--- src/logic/twrt_pkg.sv ---
// constants, states and carriers of the two-wire register target
package twrt_pkg;
  localparam logic [6:0] TARGET_ADDR = 7'h36;
  localparam logic [7:0] WR_LIMIT = 8'h4f;
  localparam logic [7:0] RD_FILL = 8'hff;
  localparam logic [7:0] PTR_END = 8'hff;
  localparam logic [7:0] PTR_STEP = 8'h01;
  localparam logic [3:0] BYTE_BITS = 4'h8;
  localparam logic [3:0] LAST_RD_BIT = 4'h7;
  localparam logic [3:0] CNT_STEP = 4'h1;
  localparam int FIFO_DEPTH = 8;

  typedef enum logic [3:0] {
    ST_IDLE, ST_ADDR, ST_AACK, ST_PTR, ST_PACK,
    ST_WDATA, ST_WACK, ST_RDATA, ST_MACK
  } twrt_state_e;

  typedef struct packed {
    logic scl;
    logic sda;
  } twrt_pins_s;

  // one complete register write: even byte address, msb then lsb
  typedef struct packed {
    logic [7:0] addr;
    logic [15:0] data;
  } twrt_wr_s;

  localparam int WR_W = $bits(twrt_wr_s);
endpackage : twrt_pkg

--- src/logic/twrt_target.sv ---
// two-wire register target with its write fifo
// How it works
// - target only: no clock output, never makes START or STOP.
// - any bus rate up to 400kHz, no speed setting.
// - data pin input while receiving, driven only low when answering.
// - one bit per clock; data change while clock high is START/STOP.
// - repeated START ends the transaction and begins a new one.
// - acknowledge: data low before ninth rise, held until clock falls.
// - not-acknowledge: data released before ninth rise, until clock falls.
// - bytes are eight bits msb first, then the acknowledge bit.
// - register msb byte at even address, lsb at next odd address.
// - watch for START plus own address; acknowledge after direction bit.
// - fixed address 0110110, first byte 6Ch write, 6Dh read.
// - direction zero is a write, direction one is a read.
// - write: address, pointer byte, data bytes, each acknowledged unless it completes a writable pair while the write fifo is full, stored from pointer.
// - read: pointer write, repeated START, read address; target answers.
// - target drives read bytes; master not-acknowledge makes target release.
// - every byte is acknowledged before the next one moves.
// - idle when both lines high; STOP returns the bus to idle.
// - pointer advances after each data byte received or sent, except a byte refused by a full fifo.
// - writes past 4Fh or to locked addresses ignored; pairs only stored.
// - incomplete or not-acknowledged bytes are never stored.
// - reads past FFh return FFh.
`timescale 1ns/1ps

module twrt_fifo #(
  parameter int WIDTH = 24,
  parameter int DEPTH = 8
) (
  input wire logic core_clk_i,
  input wire logic resetn_i,
  input wire logic ce_i,
  input wire logic in_valid_i,
  output logic in_ready_o,
  input wire logic [WIDTH-1:0] in_data_i,
  output logic out_valid_o,
  input wire logic out_ready_i,
  output logic [WIDTH-1:0] out_data_o
);
  localparam int AW = $clog2(DEPTH);

  logic [WIDTH-1:0] mem_reg [DEPTH];
  logic [AW:0] wp_reg;
  logic [AW:0] wp_next;
  logic [AW:0] rp_reg;
  logic [AW:0] rp_next;
  logic full;
  logic empty;
  logic do_wr;

  always_comb
  begin
    empty = (wp_reg == rp_reg);
    full = (wp_reg[AW] != rp_reg[AW]) && (wp_reg[AW-1:0] == rp_reg[AW-1:0]);
    do_wr = in_valid_i && !full;
    wp_next = do_wr ? wp_reg + {{AW{1'b0}}, 1'b1} : wp_reg;
    rp_next = (out_ready_i && !empty) ? rp_reg + {{AW{1'b0}}, 1'b1} : rp_reg;
  end

  assign in_ready_o = !full;
  assign out_valid_o = !empty;
  assign out_data_o = mem_reg[rp_reg[AW-1:0]];

  always_ff @(posedge core_clk_i or negedge resetn_i)
  begin
    if (!resetn_i)
    begin
      wp_reg <= '0;
      rp_reg <= '0;
    end
    else if (ce_i)
    begin
      wp_reg <= wp_next;
      rp_reg <= rp_next;
    end
  end

  // storage has no reset: only entries below the write pointer are read
  always_ff @(posedge core_clk_i)
  begin
    if (ce_i && do_wr)
    begin
      mem_reg[wp_reg[AW-1:0]] <= in_data_i;
    end
  end
endmodule : twrt_fifo

module twrt_target (
  input wire logic core_clk_i,
  input wire logic resetn_i,
  input wire logic ce_i,
  input wire logic scl_i,
  input wire logic sda_i,
  output logic sda_o,
  output logic sda_oe_n_o,
  output logic [7:0] rd_addr_o,
  input wire logic [7:0] rd_data_i,
  input wire logic wr_lock_i,
  output twrt_pkg::twrt_wr_s wr_o,
  output logic wr_valid_o,
  input wire logic wr_ready_i,
  output logic busy_o
);
  twrt_pkg::twrt_pins_s meta_reg, meta_next;
  twrt_pkg::twrt_pins_s sync_reg, sync_next;
  twrt_pkg::twrt_pins_s prev_reg, prev_next;
  twrt_pkg::twrt_state_e state_reg, state_next;
  logic [3:0] cnt_reg, cnt_next;
  logic [7:0] sh_reg, sh_next;
  logic [7:0] ptr_reg, ptr_next;
  logic ovf_reg, ovf_next;
  logic rw_reg, rw_next;
  logic drive_reg, drive_next;
  logic ack_reg, ack_next;
  logic [7:0] msb_reg, msb_next;
  logic msb_ok_reg, msb_ok_next;
  logic scl_rise, scl_fall, start_det, stop_det;
  logic push, fifo_ready;
  logic [7:0] rd_byte;
  twrt_pkg::twrt_wr_s push_data;

  function automatic logic writable(input logic [7:0] a, input logic lock, input logic ovf);
    writable = !ovf && !lock && (a <= twrt_pkg::WR_LIMIT);
  endfunction : writable

  // pointer sticks in overflow once it has passed the top address
  function automatic logic [8:0] ptr_step(input logic [7:0] p, input logic ovf);
    ptr_step = {ovf | (p == twrt_pkg::PTR_END), p + twrt_pkg::PTR_STEP};
  endfunction : ptr_step

  always_comb
  begin
    // edges compare the second stage with the third, the first is metastable
    scl_rise = sync_reg.scl && !prev_reg.scl;
    scl_fall = !sync_reg.scl && prev_reg.scl;
    start_det = sync_reg.scl && prev_reg.scl && prev_reg.sda && !sync_reg.sda;
    stop_det = sync_reg.scl && prev_reg.scl && !prev_reg.sda && sync_reg.sda;
    rd_byte = ovf_reg ? twrt_pkg::RD_FILL : rd_data_i;
  end

  always_comb
  begin
    // three samples per edge are ample at 125 core clocks per 400kHz bit
    meta_next = '{scl: scl_i, sda: sda_i};
    sync_next = meta_reg;
    prev_next = sync_reg;
    state_next = state_reg;
    cnt_next = cnt_reg;
    sh_next = sh_reg;
    ptr_next = ptr_reg;
    ovf_next = ovf_reg;
    rw_next = rw_reg;
    drive_next = drive_reg;
    ack_next = ack_reg;
    msb_next = msb_reg;
    msb_ok_next = msb_ok_reg;
    push = 1'b0;
    push_data = '{addr: {ptr_reg[7:1], 1'b0}, data: {msb_reg, sh_reg}};
    if (start_det)
    begin
      state_next = twrt_pkg::ST_ADDR;
      cnt_next = '0;
      drive_next = 1'b0;
      msb_ok_next = 1'b0;
    end
    else if (stop_det)
    begin
      state_next = twrt_pkg::ST_IDLE;
      drive_next = 1'b0;
      msb_ok_next = 1'b0;
    end
    else
    begin
      case (state_reg)
        twrt_pkg::ST_ADDR, twrt_pkg::ST_PTR, twrt_pkg::ST_WDATA:
        begin
          if (scl_rise)
          begin
            sh_next = {sh_reg[6:0], sync_reg.sda};
            cnt_next = cnt_reg + twrt_pkg::CNT_STEP;
          end
          else if (scl_fall && cnt_reg == twrt_pkg::BYTE_BITS)
          begin
            cnt_next = '0;
            drive_next = 1'b1;
            if (state_reg == twrt_pkg::ST_ADDR)
            begin
              if (sh_reg[7:1] == twrt_pkg::TARGET_ADDR)
              begin
                state_next = twrt_pkg::ST_AACK;
                rw_next = sh_reg[0];
              end
              else
              begin
                state_next = twrt_pkg::ST_IDLE;
                drive_next = 1'b0;
              end
            end
            else if (state_reg == twrt_pkg::ST_PTR)
            begin
              state_next = twrt_pkg::ST_PACK;
              ptr_next = sh_reg;
              ovf_next = 1'b0;
            end
            else
            begin
              state_next = twrt_pkg::ST_WACK;
              {ovf_next, ptr_next} = ptr_step(ptr_reg, ovf_reg);
              if (!ptr_reg[0])
              begin
                msb_next = sh_reg;
                msb_ok_next = writable(ptr_reg, wr_lock_i, ovf_reg);
              end
              else
              begin
                msb_ok_next = 1'b0;
                if (msb_ok_reg && writable(ptr_reg, wr_lock_i, ovf_reg))
                begin
                  if (fifo_ready)
                  begin
                    push = 1'b1;
                  end
                  else
                  begin
                    // no clock stretching: a full fifo is refused with a not-acknowledge
                    drive_next = 1'b0;
                    ptr_next = ptr_reg;
                    ovf_next = ovf_reg;
                  end
                end
              end
            end
          end
        end
        twrt_pkg::ST_AACK, twrt_pkg::ST_PACK, twrt_pkg::ST_WACK:
        begin
          if (scl_fall)
          begin
            drive_next = 1'b0;
            cnt_next = '0;
            if (state_reg == twrt_pkg::ST_AACK && rw_reg)
            begin
              state_next = twrt_pkg::ST_RDATA;
              sh_next = rd_byte;
              drive_next = !rd_byte[7];
            end
            else if (!drive_reg)
            begin
              state_next = twrt_pkg::ST_IDLE;
            end
            else if (state_reg == twrt_pkg::ST_AACK)
            begin
              state_next = twrt_pkg::ST_PTR;
            end
            else
            begin
              state_next = twrt_pkg::ST_WDATA;
            end
          end
        end
        twrt_pkg::ST_RDATA:
        begin
          if (scl_fall)
          begin
            if (cnt_reg == twrt_pkg::LAST_RD_BIT)
            begin
              state_next = twrt_pkg::ST_MACK;
              drive_next = 1'b0;
              cnt_next = '0;
              {ovf_next, ptr_next} = ptr_step(ptr_reg, ovf_reg);
            end
            else
            begin
              cnt_next = cnt_reg + twrt_pkg::CNT_STEP;
              sh_next = {sh_reg[6:0], 1'b1};
              drive_next = !sh_reg[6];
            end
          end
        end
        twrt_pkg::ST_MACK:
        begin
          if (scl_rise)
          begin
            ack_next = !sync_reg.sda;
          end
          else if (scl_fall)
          begin
            if (ack_reg)
            begin
              state_next = twrt_pkg::ST_RDATA;
              sh_next = rd_byte;
              drive_next = !rd_byte[7];
            end
            else
            begin
              state_next = twrt_pkg::ST_IDLE;
            end
          end
        end
        twrt_pkg::ST_IDLE:
        begin
          drive_next = 1'b0;
        end
        default:
        begin
          state_next = twrt_pkg::ST_IDLE;
          drive_next = 1'b0;
        end
      endcase
    end
  end

  always_ff @(posedge core_clk_i or negedge resetn_i)
  begin
    if (!resetn_i)
    begin
      meta_reg <= '1;
      sync_reg <= '1;
      prev_reg <= '1;
      state_reg <= twrt_pkg::ST_IDLE;
      cnt_reg <= '0;
      sh_reg <= '0;
      ptr_reg <= '0;
      ovf_reg <= 1'b0;
      rw_reg <= 1'b0;
      drive_reg <= 1'b0;
      ack_reg <= 1'b0;
      msb_reg <= '0;
      msb_ok_reg <= 1'b0;
    end
    else if (ce_i)
    begin
      meta_reg <= meta_next;
      sync_reg <= sync_next;
      prev_reg <= prev_next;
      state_reg <= state_next;
      cnt_reg <= cnt_next;
      sh_reg <= sh_next;
      ptr_reg <= ptr_next;
      ovf_reg <= ovf_next;
      rw_reg <= rw_next;
      drive_reg <= drive_next;
      ack_reg <= ack_next;
      msb_reg <= msb_next;
      msb_ok_reg <= msb_ok_next;
    end
  end

  twrt_fifo #(
    .WIDTH(twrt_pkg::WR_W),
    .DEPTH(twrt_pkg::FIFO_DEPTH)
  ) u_fifo (
    .core_clk_i(core_clk_i),
    .resetn_i(resetn_i),
    .ce_i(ce_i),
    .in_valid_i(push),
    .in_ready_o(fifo_ready),
    .in_data_i(push_data),
    .out_valid_o(wr_valid_o),
    .out_ready_i(wr_ready_i),
    .out_data_o(wr_o)
  );

  // the pin only ever pulls low; the pull-up makes the high level
  assign sda_o = 1'b0;
  assign sda_oe_n_o = !drive_reg;
  assign rd_addr_o = ptr_reg;
  assign busy_o = (state_reg != twrt_pkg::ST_IDLE);
endmodule : twrt_target

--- config.mk ---
export PLATFORM = sky130hd
export DESIGN_NAME = twrt_target
export DESIGN_NICKNAME = d
export VERILOG_FILES = /design/src/logic/twrt_pkg.sv /design/src/logic/twrt_target.sv
export SDC_FILE = /design/constraint.sdc
export NUM_CORES = 1
export LEC_CHECK = 0
export BUFFER_PORTS_ARGS = -buffer_cell sky130_fd_sc_hd__buf_2
export CELL_PAD_IN_SITES_DETAIL_PLACEMENT = 0
export CELL_PAD_IN_SITES_GLOBAL_PLACEMENT = 1
export CORE_MARGIN = 2
export CORE_UTILIZATION = 32
export DETAILED_ROUTE_END_ITERATION = 10
export PLACE_DENSITY_LB_ADDON = 0.1
export SYNTH_ARGS = -nofsm -noshare
export SYNTH_HDL_FRONTEND = slang
export SYNTH_SLANG_ARGS = --single-unit
--- constraint.sdc ---
create_clock -name core_clk_i -period 4.2 [get_ports core_clk_i]
set_clock_uncertainty 0.1 [all_clocks]
set_input_delay 0.42 -clock core_clk_i [delete_from_list [all_inputs] [get_ports core_clk_i]]
set_output_delay 0.42 -clock core_clk_i [all_outputs]
set_load 0.01 [all_outputs]
After elaboration in Yosys (flattened, before gate mapping)
Memories as Yosys holds them, arrays and structs flattened.
Cells that the tools add are included.
- bits in registers: 51
- RAM bits: 184
- memories: 1
- memory list (name ; words ; width ; rd ports ; clocked after Yosys merged registers in ; wr ports ; RTL line ; text):
    u_fifo.mem_reg ; 8 ; 23 ; 1 ; 0 ; 1 ; twrt_target.sv:42 ; logic [WIDTH-1:0] mem_reg [DEPTH];
- add/subtract/negate cells: 4
- magnitude comparators: 1
- eq/ne operators: 44
- mux-type cells: 92
- bitwise logic cells: 7
- reduce and logical (&&, ||, !) cells: 48
- operator list (cell ; count):
    8-bit two-way mux ; 18
    4-bit two-way mux ; 17
    1-bit two-way mux ; 45
    4-bit != test, second input constant ; 9
    8-bit case mux with 4 select lines ; 1
    9-bit AND reduction ; 3
    2-bit != test, second input constant ; 13
    4-bit by 3-bit equality test with 1-bit output, second input constant ; 5
    4-bit case mux with 5 select lines ; 1
    1-bit logical AND ; 16
    8-bit case mux with 2 select lines ; 1
    8-bit AND reduction ; 2
    3-bit != test, second input constant ; 5
    4-bit by 1-bit adder with 4-bit output, second input constant ; 3
    3-bit two-way mux ; 4
    4-bit case mux with 3 select lines ; 1
    12-bit AND reduction ; 1
    6-bit AND reduction ; 2
    4-bit nonzero test ; 3
    1-bit logical NOT ; 11
    10-bit AND reduction ; 1
    8-bit by 1-bit adder with 8-bit output, second input constant ; 1
    4-bit by 2-bit equality test with 1-bit output, second input constant ; 2
    4-bit equality test, second input constant ; 2
    other kinds (20) ; 29

Depth between registers and ports, before layout
Gate-level depths: netlist (run 1).
- depth after elaboration: 17
- depth in mapped cells: 8
- mapped depth without buffers: 6

By module
Synthesis (run 1) repeated with hierarchy kept, for this count alone.
- cell total of the unflattened synthesis: 636
- area, all modules: 10550.1 um^2
- modules (own cells, without submodules) (module ; instances ; cells each ; area each (um^2) ; sequential area each (um^2)):
    twrt_fifo ; 1 ; 332 ; 7871.3 ; 5965.7
    twrt_target ; 1 ; 304 ; 2678.8 ; 1083.5

Worst setup path after synthesis (run 1)
No wires, ideal clock.
- path kind: flip-flop to flip-flop
- start: reg prev_reg[1] in the netlist's numbering
- end: mem u_fifo.mem_reg[0][0] in the netlist's numbering, enable pin
- arrival: 3181 ps
- slack: 488 ps
- stages on the path, launching flop included: 7
- buffers on the path: 1
- clock period less this slack: 3712 ps
- path through: dfstp_2 -> buf_6 -> and4bb_4 -> nand4_2 -> nor4_1 -> nand2b_1 -> nor3_1
- cells in the longest elaborated chain, start to end: 11
- elaborated cells on any way between the ends: 18
- those cells by class: 7 x mux; 11 x reduce/logical
- ends and longest elaborated chain (item ; RTL line ; text):
    start: declaration ; twrt_target.sv:106 ; twrt_pkg::twrt_pins_s prev_reg, prev_next;
    start signal: assignment ; twrt_target.sv:335 ; prev_reg <= prev_next;
    1-bit logical AND ; twrt_target.sv:135 ; scl_fall = !sync_reg.scl && prev_reg.scl;
    1-bit logical AND ; twrt_target.sv:182 ; else if (scl_fall && cnt_reg == twrt_pkg::BYTE_BITS)
    1-bit two-way mux ; twrt_target.sv:182 ;
    1-bit two-way mux ; twrt_target.sv:177 ; if (scl_rise)
    1-bit two-way mux ; twrt_target.sv:174 ; case (state_reg)
    1-bit two-way mux ; twrt_target.sv:166 ; else if (stop_det)
    1-bit two-way mux * ; twrt_target.sv:159 ; if (start_det)
    1-bit logical AND * ; twrt_target.sv:55 ; do_wr = in_valid_i && !full;
    1-bit logical AND * ; twrt_target.sv:81 ; if (ce_i && do_wr)
    1-bit two-way mux * ; twrt_target.sv:81 ;
    1-bit two-way mux (implied by the code) * ; twrt_target.sv:83 ; mem_reg[wp_reg[AW-1:0]] <= in_data_i;
    end: declaration ; twrt_target.sv:42 ;
Mark *: on every way between the ends. The rest lies on a longest branch, timed or not.

==> results of run 1 <==
[power groups by stage]
stage / logic [mW] / registers, mW / clock network (mW)
5_1_grt: 0.760 / 2.98 / 2.57
2_1_floorplan: 0.570 / 2.83 / 0
6_report: 0.690 / 2.94 / 2.39
4_1_cts: 0.696 / 2.95 / 2.47
3_3_place_gp: 0.684 / 2.99 / 0
3_5_place_dp: 0.692 / 3.00 / 0
[cell families after synthesis]
kind of cell             Yosys count  synth area share
flip-flops                       235            0.6611
AND/OR/NAND/NOR                  121           0.06815
multiplexers                     103            0.1614
AO/OA/AOI/OAI                     94           0.06742
buffers and inverters             55           0.02539
XOR/XNOR                          11           0.01008
adder cells (fa/ha/maj)            5          0.006074
other                              1         0.0003641
[routing by layer]
metal,GRT usage,wire (µm)
met1,0.1833,10190
met2,0.2592,12330
met3,0.02184,908
met4,0.04320,601
met5,0,0
[stage by stage]
stage	hold WS, ps	instance area [µm²]	power [mW]
after CTS	11.99	11910	6.112
final	34.95	11910	6.025
after detailed placement	382.1	10970	3.688
after global placement	376.4	10970	3.675
after floorplan	24.41	10300	3.400
after global routing	3.900	11910	6.312
[worst paths after layout]
kind                                       start              endpoint  slack, ps  cells after the start
worst max-delay path            u_fifo.rp_reg[0]               wr_o[1]        790                      4
max in group asynchronous               resetn_i      u_fifo.rp_reg[0]       2820                      3
worst min register to register       meta_reg[0]          prev_next[0]        400                      2
worst max register to register      state_reg[0]  u_fifo.mem_reg[0][7]       1100                      6
worst min-delay path                       scl_i           meta_reg[1]         30                      2
min in group asynchronous               resetn_i               ack_reg        330                      2
[cell type report]
| cell class | instances | share of cell area |
|---|---|---|
| sequential | 235 | 0.5721 |
| multi-input combinational | 336 | 0.2733 |
| clock buffer | 31 | 0.05799 |
| tap | 402 | 0.04223 |
| timing repair buffer | 64 | 0.03068 |
| clock inverter | 18 | 0.01891 |
| inverter | 15 | 0.004727 |
[layout by cell type (no fill, tap or decap), drive strengths merged, types with 9 or more instances in the layout]
cell type,synthesis,routed
clkbuf,14,31
o21ai,21,21
a21oi,13,13
nand2,27,27
buf,26,62
mux2,42,42
edfxtp,184,184
inv,15,17
dfrtp,45,45
nor2,20,20
nand3,10,10
clkinv,0,9
mux4,46,46
mux2i,15,15
==> metrics.yaml, run 1 <==
grt_pass1_vias: 6208
utilization: 0.3765
ctsResizeCount: 0
wirelength_um: 24030
p_per_area_mw_per_mm2: 505.9
instances_no_fill: 1101
grt_antenna_before_repair: 1
crit_fanout: 32
tns_ps: 0
synth_common_cells: "184 x edfxtp_1, 46 x mux4_2, 45 x dfrtp_1, 41 x mux2_2, 27 x nand2_1"
outcome: "finished clean"
die_h_um: 183.4
die_w_um: 183.4
seq_area_frac_synth: 0.6611
dieArea_mm2: 0.03364
wl_per_cell_um: 21.82
postRouteAntennaNets: 0
vias: 5753
netlist_instances: 625
drtPass1Iterations: 6
via_per_inst: 5.225
avgSynthCellArea_um2: 16.48
crit_path_max_incr_delay_ps: 860
cts_hold_buf: 2
worst_slew_pin_slew_ps: 801.1
crit_required_ps: 3680
max_slew_margin: 0.4640
fin_crit_sh: 0.8128
synth_top_area_share: 0.5364
p_comb_frac: 0.114
critPathArrivalTime_ps: 2890
drive_above_1_share: 0.3247
overflow: 0
path_cells: "buf_4 -> mux4_2 -> mux2_2 -> buf_2"
ir_drop_mv: 0.2910
clock_latency_ps: 530
seqCellArea_mm2: 0.006814
yosysWarnings: 0
postSynth.asyncResetShare: 0.2170
row_count: 65
dpl.hpwl_um: 15190
setup_viol: 0
cts-root-buf: "clkbuf_16"
numPortBuffers: 48
synth_area_leaders: "edfxtp_1 54%, dfrtp_1 11%, mux4_2 10%"
first_iter_violations: 286
p_leak_nw: 4.486
io_pins: 51
area_growth_pct: 15.63
synth_edf_count: 184
path_class: "reg2out"
clock.fmax_mhz: 292.9
grt_usage: 0.1456
critical_path.top_delay_family: "multiplexers"
htreeDepth: 1
clock_sinks: 235
coreArea_mm2: 0.03164
clockBufferDepth: 3
dpl.cell_count: 1050
slew_violations: 0
internal_power_mw: 4.461
remaining_drc_errors: 0
crit_path_top_delay_cell: "dfrtp_4"
gp_congestion: 0.7984
cts_setup_buffers: 0
min_path_type: "in2reg"
seqPwrFrac: 0.489
grt_pass1_wl_um: 37070
finalNetCount: 699
start_util: 0.3256
cap_violations: 0
cts_tree: "yes"
grt_max_degree: 50
synth_ff_type: "edfxtp_1"
ys_ff_latch: 235
preCtsSetupSlack_ps: 1078
multiInputGateArea_mm2: 0.003256
worst_slack_ps: 786.1
clkPwrFrac: 0.397
swShare: 0.2595
min_period_ps: 3414
yosys.cell_count.top_type: "edfxtp_1"
path_clk_slew_ps: 50
largest_reg_flops: 184
cp-end-kind: "output port"
report.final.hold_viol_count: 0
synth_cell_types: 78
cts_inserted_buffers: 27
syn_area_mm2: 0.01030
yosys.area.top_type: "edfxtp_1"
rsz0062_at_grt: "false"
p_sw_mw: 1.564
critPathLaunchType: "register"
cp.buffers_inverters: 2
n_antenna_cell: 0
fill_cells: 2940
Note: power is estimated with default switching activity, not from simulation.
==> run 2: changes to the inputs <==
ABC_AREA = 1   (was default)
clock period = 2.9 ns   (was 4.2 ns; I/O delays follow)
==> metrics.yaml, run 2 <==
numPortBuffers: 48
worst_slew_pin_slew_ps: 912.8
worstSetupStartpoint: "u_fifo.rp_reg[1]"
yosysWarnings: 0
critPathCapture: "wr_o[1]"
ys_ff_latch: 235
io_pins: 51
htreeDepth: 1
rr_worst_depth: 11
report.final.hold_viol_count: 0
crit_required_ps: 2510
wirelength_um: 28150
fill_cells: 3154
whs_ps: 33.30
r2r_slack_ps: 220
rsz0062_at_grt: "true"
crit_fanout: 28
p_leak_nw: 4.928
synth_common_cells: "211 x nor2_1, 184 x edfxtp_1, 152 x nand2_1, 133 x o21ai_0, 51 x inv_1"
reg2reg_to: "u_fifo.mem_reg[5][4]"
p_per_area_mw_per_mm2: 821.5
area_growth_pct: 18.21
start_util: 0.3252
coreArea_mm2: 0.03164
syn_area_mm2: 0.01029
fin_crit_sh: 0.9449
preCtsSetupSlack_ps: 283.7
clock_latency_ps: 540
ir_drop_mv: 0.4565
setup_viol: 0
dpl.hpwl_um: 18380
path_cells: "inv_1 -> buf_8 -> o21ai_0 -> o22ai_1 -> nor2_1 -> a31oi_1 -> buf_2"
dieArea_mm2: 0.03360
layout_common_cells: "203 x nor2_1, 184 x edfxtp_1, 152 x nand2_1"
drive_above_1_share: 0.1513
die_w_um: 183.3
final_common_cell: "nor2_1"
seq_area_frac_synth: 0.6618
cap_violations: 0
crit_path_max_incr_delay_ps: 590
clockBufferDepth: 3
clock.fmax_mhz: 364.9
instances_no_fill: 1486
slew_violations: 0
gp_congestion: 0.8192
synth_cell_types: 37
overflow: 0
remaining_drc_errors: 0
r2r-start: "prev_reg[1]"
grt_usage: 0.1700
critPathArrivalTime_ps: 2350
cts-root-buf: "clkbuf_16"
row_count: 65
crit_path_top_delay_cell: "dfrtp_4"
wl_per_cell_um: 18.95
postRouteAntennaNets: 0
power_mw: 9.990
vias: 7268
min_period_ps: 2740
worst_slack_ps: 159.7
grt_max_degree: 93
die_h_um: 183.3
first_iter_violations: 407
path_class: "reg2out"
min_path_type: "in2reg"
finalNetCount: 1084
outcome: "finished clean"
cts_tree: "yes"
grt_antenna_before_repair: 0
grt_pass1_vias: 7388
grt_pass1_wl_um: 43620
clock_sinks: 235
critPathLaunchType: "register"
synth_edf_count: 184
yosys.cell_count.top_type: "nor2_1"
max_slew_margin: 0.3915
largest_reg_flops: 184
via_per_inst: 4.891
netlist_instances: 995
synth_area_leaders: "edfxtp_1 54%, dfrtp_1 11%, nor2_1 7.7%"
postSynth.asyncResetShare: 0.2170
n_antenna_cell: 0
synth_ff_type: "edfxtp_1"
synth_top_area_share: 0.5370
dpl.cell_count: 1434
avgSynthCellArea_um2: 10.34
path_clk_slew_ps: 60
yosys.area.top_type: "edfxtp_1"
cts_inserted_buffers: 26
cp-end-kind: "output port"
drtPass1Iterations: 4
[run 2: cell count changes after synthesis, sizes merged, moves of 33 or more]
cell   previous run  this run
nand3            10        43
mux4             46         0
nand2            27       157
nor2             20       216
o21ai            21       135
inv              15        56
mux2             42         0
[run 2: per-layer routing]
layer  vias to the layer above  part of all wire  GRT usage  wire (µm)
li1                       3575                 -          -          -
met1                      3544              0.46     0.2263      12930
met2                       109              0.49     0.2961      13840
met3                        40             0.030    0.02184        832
met4                         0             0.020    0.03968        550
met5                         -                 0          0          0
[run 2: metrics by stage]
step	utilization	TNS, ps	instance area [µm²]
after floorplan	-	-4787	10290
after global placement	0.3547	0	11220
after detailed placement	0.3547	0	11220
after CTS	0.3838	0	12140
after global routing	0.3844	-0.7032	12160
final	0.3844	0	12160
[run 2: power breakdown]
part	leakage [nW]	internal [mW]	switching (mW)
clock	0.432	1.97	1.37
combinational	1.87	0.977	1.86
sequential	2.62	3.68	0.136
[run 2: timing repair]
action	in CTS	in global routing
setup endpoints to repair	3	9
hold endpoints to repair	35	0
gates resized for setup	1	5
hold buffers	4	0
pin swaps	0	0
setup buffers	0	0
[run 2: cell type report]
| cell class | count | area, µm² | share of cell area |
|---|---|---|---|
| Inverter | 56 | 212.7 | 0.01749 |
| Multi-Input combinational cell | 658 | 3099 | 0.2548 |
| Clock inverter | 19 | 196.4 | 0.01615 |
| Tap cell | 402 | 503.0 | 0.04136 |
| Timing Repair Buffer | 87 | 654.4 | 0.05381 |
| Clock buffer | 29 | 681.9 | 0.05607 |
| Sequential cell | 235 | 6814 | 0.5603 |
[run 2: worst max-delay path: cells and delay by family, from the launching register on]
kind                   cells  cell delay, ps
and+or+nand+nor            1              70
DFF                        1             590
buffers and inverters      3             600
AOI/OAI and AO/OA          3             560
[run 2: worst min-delay path by stage]
| stage | cells after the start | to | slack, ps | startpoint |
|---|---|---|---|---|
| after CTS | 5 | sh_reg[3] | 10 | rd_data_i[3] |
| after detailed placement | 2 | meta_reg[0] | 360 | meta_reg[0] |
| after floorplan | 0 | asynchronous set/reset pin | -110 | resetn_i |
| after global placement | 2 | meta_reg[0] | 350 | meta_reg[0] |
| after global routing | 5 | sh_reg[6] | 40 | rd_data_i[6] |
| final | 5 | sh_reg[3] | 30 | rd_data_i[3] |
[run 2: cell families after synthesis]
group,share of synthesized area
AOI/OAI and AO/OA,0.1049
xor gates and xnor gates,0.01192
adders and majority gates,0.006081
buffers and inverters,0.03989
DFF,0.6618
other,0.0003645
and+or+nand+nor,0.1750
==> run 3: changes to the inputs <==
CORE_ASPECT_RATIO = 2   (was default)
CTS_BUF_LIST = sky130_fd_sc_hd__clkbuf_8   (was default)
==> metrics.yaml, run 3 (synthesis results as in run 2) <==
final_cell_area_mm2: 0.01208
path_class: "reg2out"
finalNetCount: 1098
numPortBuffers: 48
ir_drop_mv: 0.3817
cp-end-kind: "output port"
largest_reg_flops: 184
utilization: 0.3831
reg2reg_to: "u_fifo.mem_reg[6][19]"
critPathArrivalTime_ps: 2390
clock_latency_ps: 530
final_common_cell: "nor2_1"
grt.met2_usage: 0.3367
p_per_area_mw_per_mm2: 779.7
fin_crit_sh: 0.9598
first_iter_violations: 406
grt_util_met1: 0.1954
path_clk_slew_ps: 70
crit_path_max_incr_delay_ps: 620
area_growth_pct: 17.45
gp_congestion: 0.8433
grt_pass1_wl_um: 44630
max_slew_margin: 0.5158
grtUsageMet3: 0.01947
dieArea_mm2: 0.03369
preCtsSetupSlack_ps: 213.7
grt_busiest_layer: "met2"
cts_inserted_buffers: 34
tns_ps: 0
remaining_drc_errors: 0
min_path_type: "in2reg"
cts-root-buf: "clkbuf_8"
r2r-start: "prev_reg[1]"
die_w_um: 130.8
worst_slew_pin_slew_ps: 726.4
crit_fanout: 41
grt_antenna_before_repair: 1
coreArea_mm2: 0.03154
clock_sinks: 235
fill_cells: 3233
report.final.hold_viol_count: 0
crit_path_top_delay_cell: "dfrtp_4"
overflow: 0
min_path_cells: 5
layout_common_cells: "202 x nor2_1, 184 x edfxtp_1, 152 x nand2_1"
p_leak_nw: 4.888
row_count: 92
r2r_slack_ps: 290
postRouteAntennaNets: 0
start_util: 0.3262
dpl.hpwl_um: 20700
critPathLaunchType: "register"
cap_violations: 0
clock.fmax_mhz: 359.3
power_mw: 9.422
cp.buffers_inverters: 3
drtPass1Iterations: 5
wirelength_um: 28890
worst_slack_ps: 116.5
drive_above_1_share: 0.1623
die_h_um: 257.6
min_period_ps: 2783
path_cells: "inv_2 -> buf_12 -> o21ai_0 -> o22ai_1 -> nor2_1 -> a31oi_1 -> buf_2"
critical_path.top_delay_family: "flip-flops"
via_per_inst: 4.705
slew_violations: 0
htreeDepth: 2
outcome: "finished clean"
setup_viol: 0
hold_start: "rd_data_i[2]"
seqCellArea_mm2: 0.006814
grt_pass1_vias: 7482
place_area_mm2: 0.01134
io_pins: 51
rr_worst_depth: 11
cts_tree: "yes"
clockBufferDepth: 3
grt_usage: 0.1774
rsz0062_at_grt: "false"
cts_setup_buffers: 0
grt_max_degree: 48
crit_required_ps: 2510
hold-path-endpoint: "sh_reg[2]"
wl_per_cell_um: 18.92
multiInputGateArea_mm2: 0.003102
vias: 7184
-- run 3: changes by cell type in the layout (fill, tap and decap cells not counted), moves of 2 or more --
cell	before	now
clkbuf_8	2	34
clkbuf_16	26	0
buf_12	8	12
clkinv_1	5	9
clkinv_2	6	9
buf_4	25	27
clkinv_8	2	0
clkinvlp_4	1	3
inv_1	49	51
-- run 3: how the worst max path moves through the flow --
stage | cells after the start | start | slack [ps] | endpoint
3_5_place_dp | 11 | prev_reg[1] | 210 | u_fifo.mem_reg[6][21]
5_1_grt | 7 | u_fifo.rp_reg[0] | 30 | wr_o[14]
6_report | 7 | u_fifo.rp_reg[0] | 120 | wr_o[14]
3_3_place_gp | 11 | prev_reg[1] | 230 | u_fifo.mem_reg[6][21]
2_1_floorplan | 10 | prev_reg[1] | -30 | u_fifo.mem_reg[1][0]
4_1_cts | 6 | u_fifo.rp_reg[0] | 6 | wr_o[5]
-- run 3: worst register-to-register path: stages, from the launching register on --
cell and delay [ps]:
dfstp_2 580, inv_2 50, nor2_2 160, inv_2 80
nor2_1 210, nand3_1 130, nor2_1 120, nand3_1 90
nor2_2 180, nand2_1 180, nor2_2 220, buf_4 210
-- run 3: through the flow --
step           cells  hold slack [ps]
3_5_place_dp    1461            282.6
5_1_grt         1527            83.68
4_1_cts         1526            32.38
3_3_place_gp    1461            271.7
6_report        1527            54.91
2_1_floorplan    996           -105.6
-- run 3: final cells by class --
cell class                      count  share of cell area
Antenna cell                        1           0.0002071
Clock buffer                       34             0.03872
Clock inverter                     27             0.01729
Inverter                           56             0.01771
Multi-Input combinational cell    658              0.2567
Sequential cell                   235              0.5639
Tap cell                          423             0.04380
Timing Repair Buffer               93             0.06171
-- run 3: repair_timing --
item                                    CTS  global route
hold endpoints to repair                 25             0
resized for setup                         0             6
endpoints found under the setup margin    0           193
hold buffers                              4             0
-- run 3: metal layers --
layer,vias up,part of all wire
met5,-,0
met4,0,0.037
met3,55,0.026
met2,128,0.56
met1,3403,0.38
li1,3598,-
-- run 3: power breakdown --
part	internal, mW	switching (mW)
Clock	1.39	1.29
Combinational	1.05	1.87
Sequential	3.68	0.154
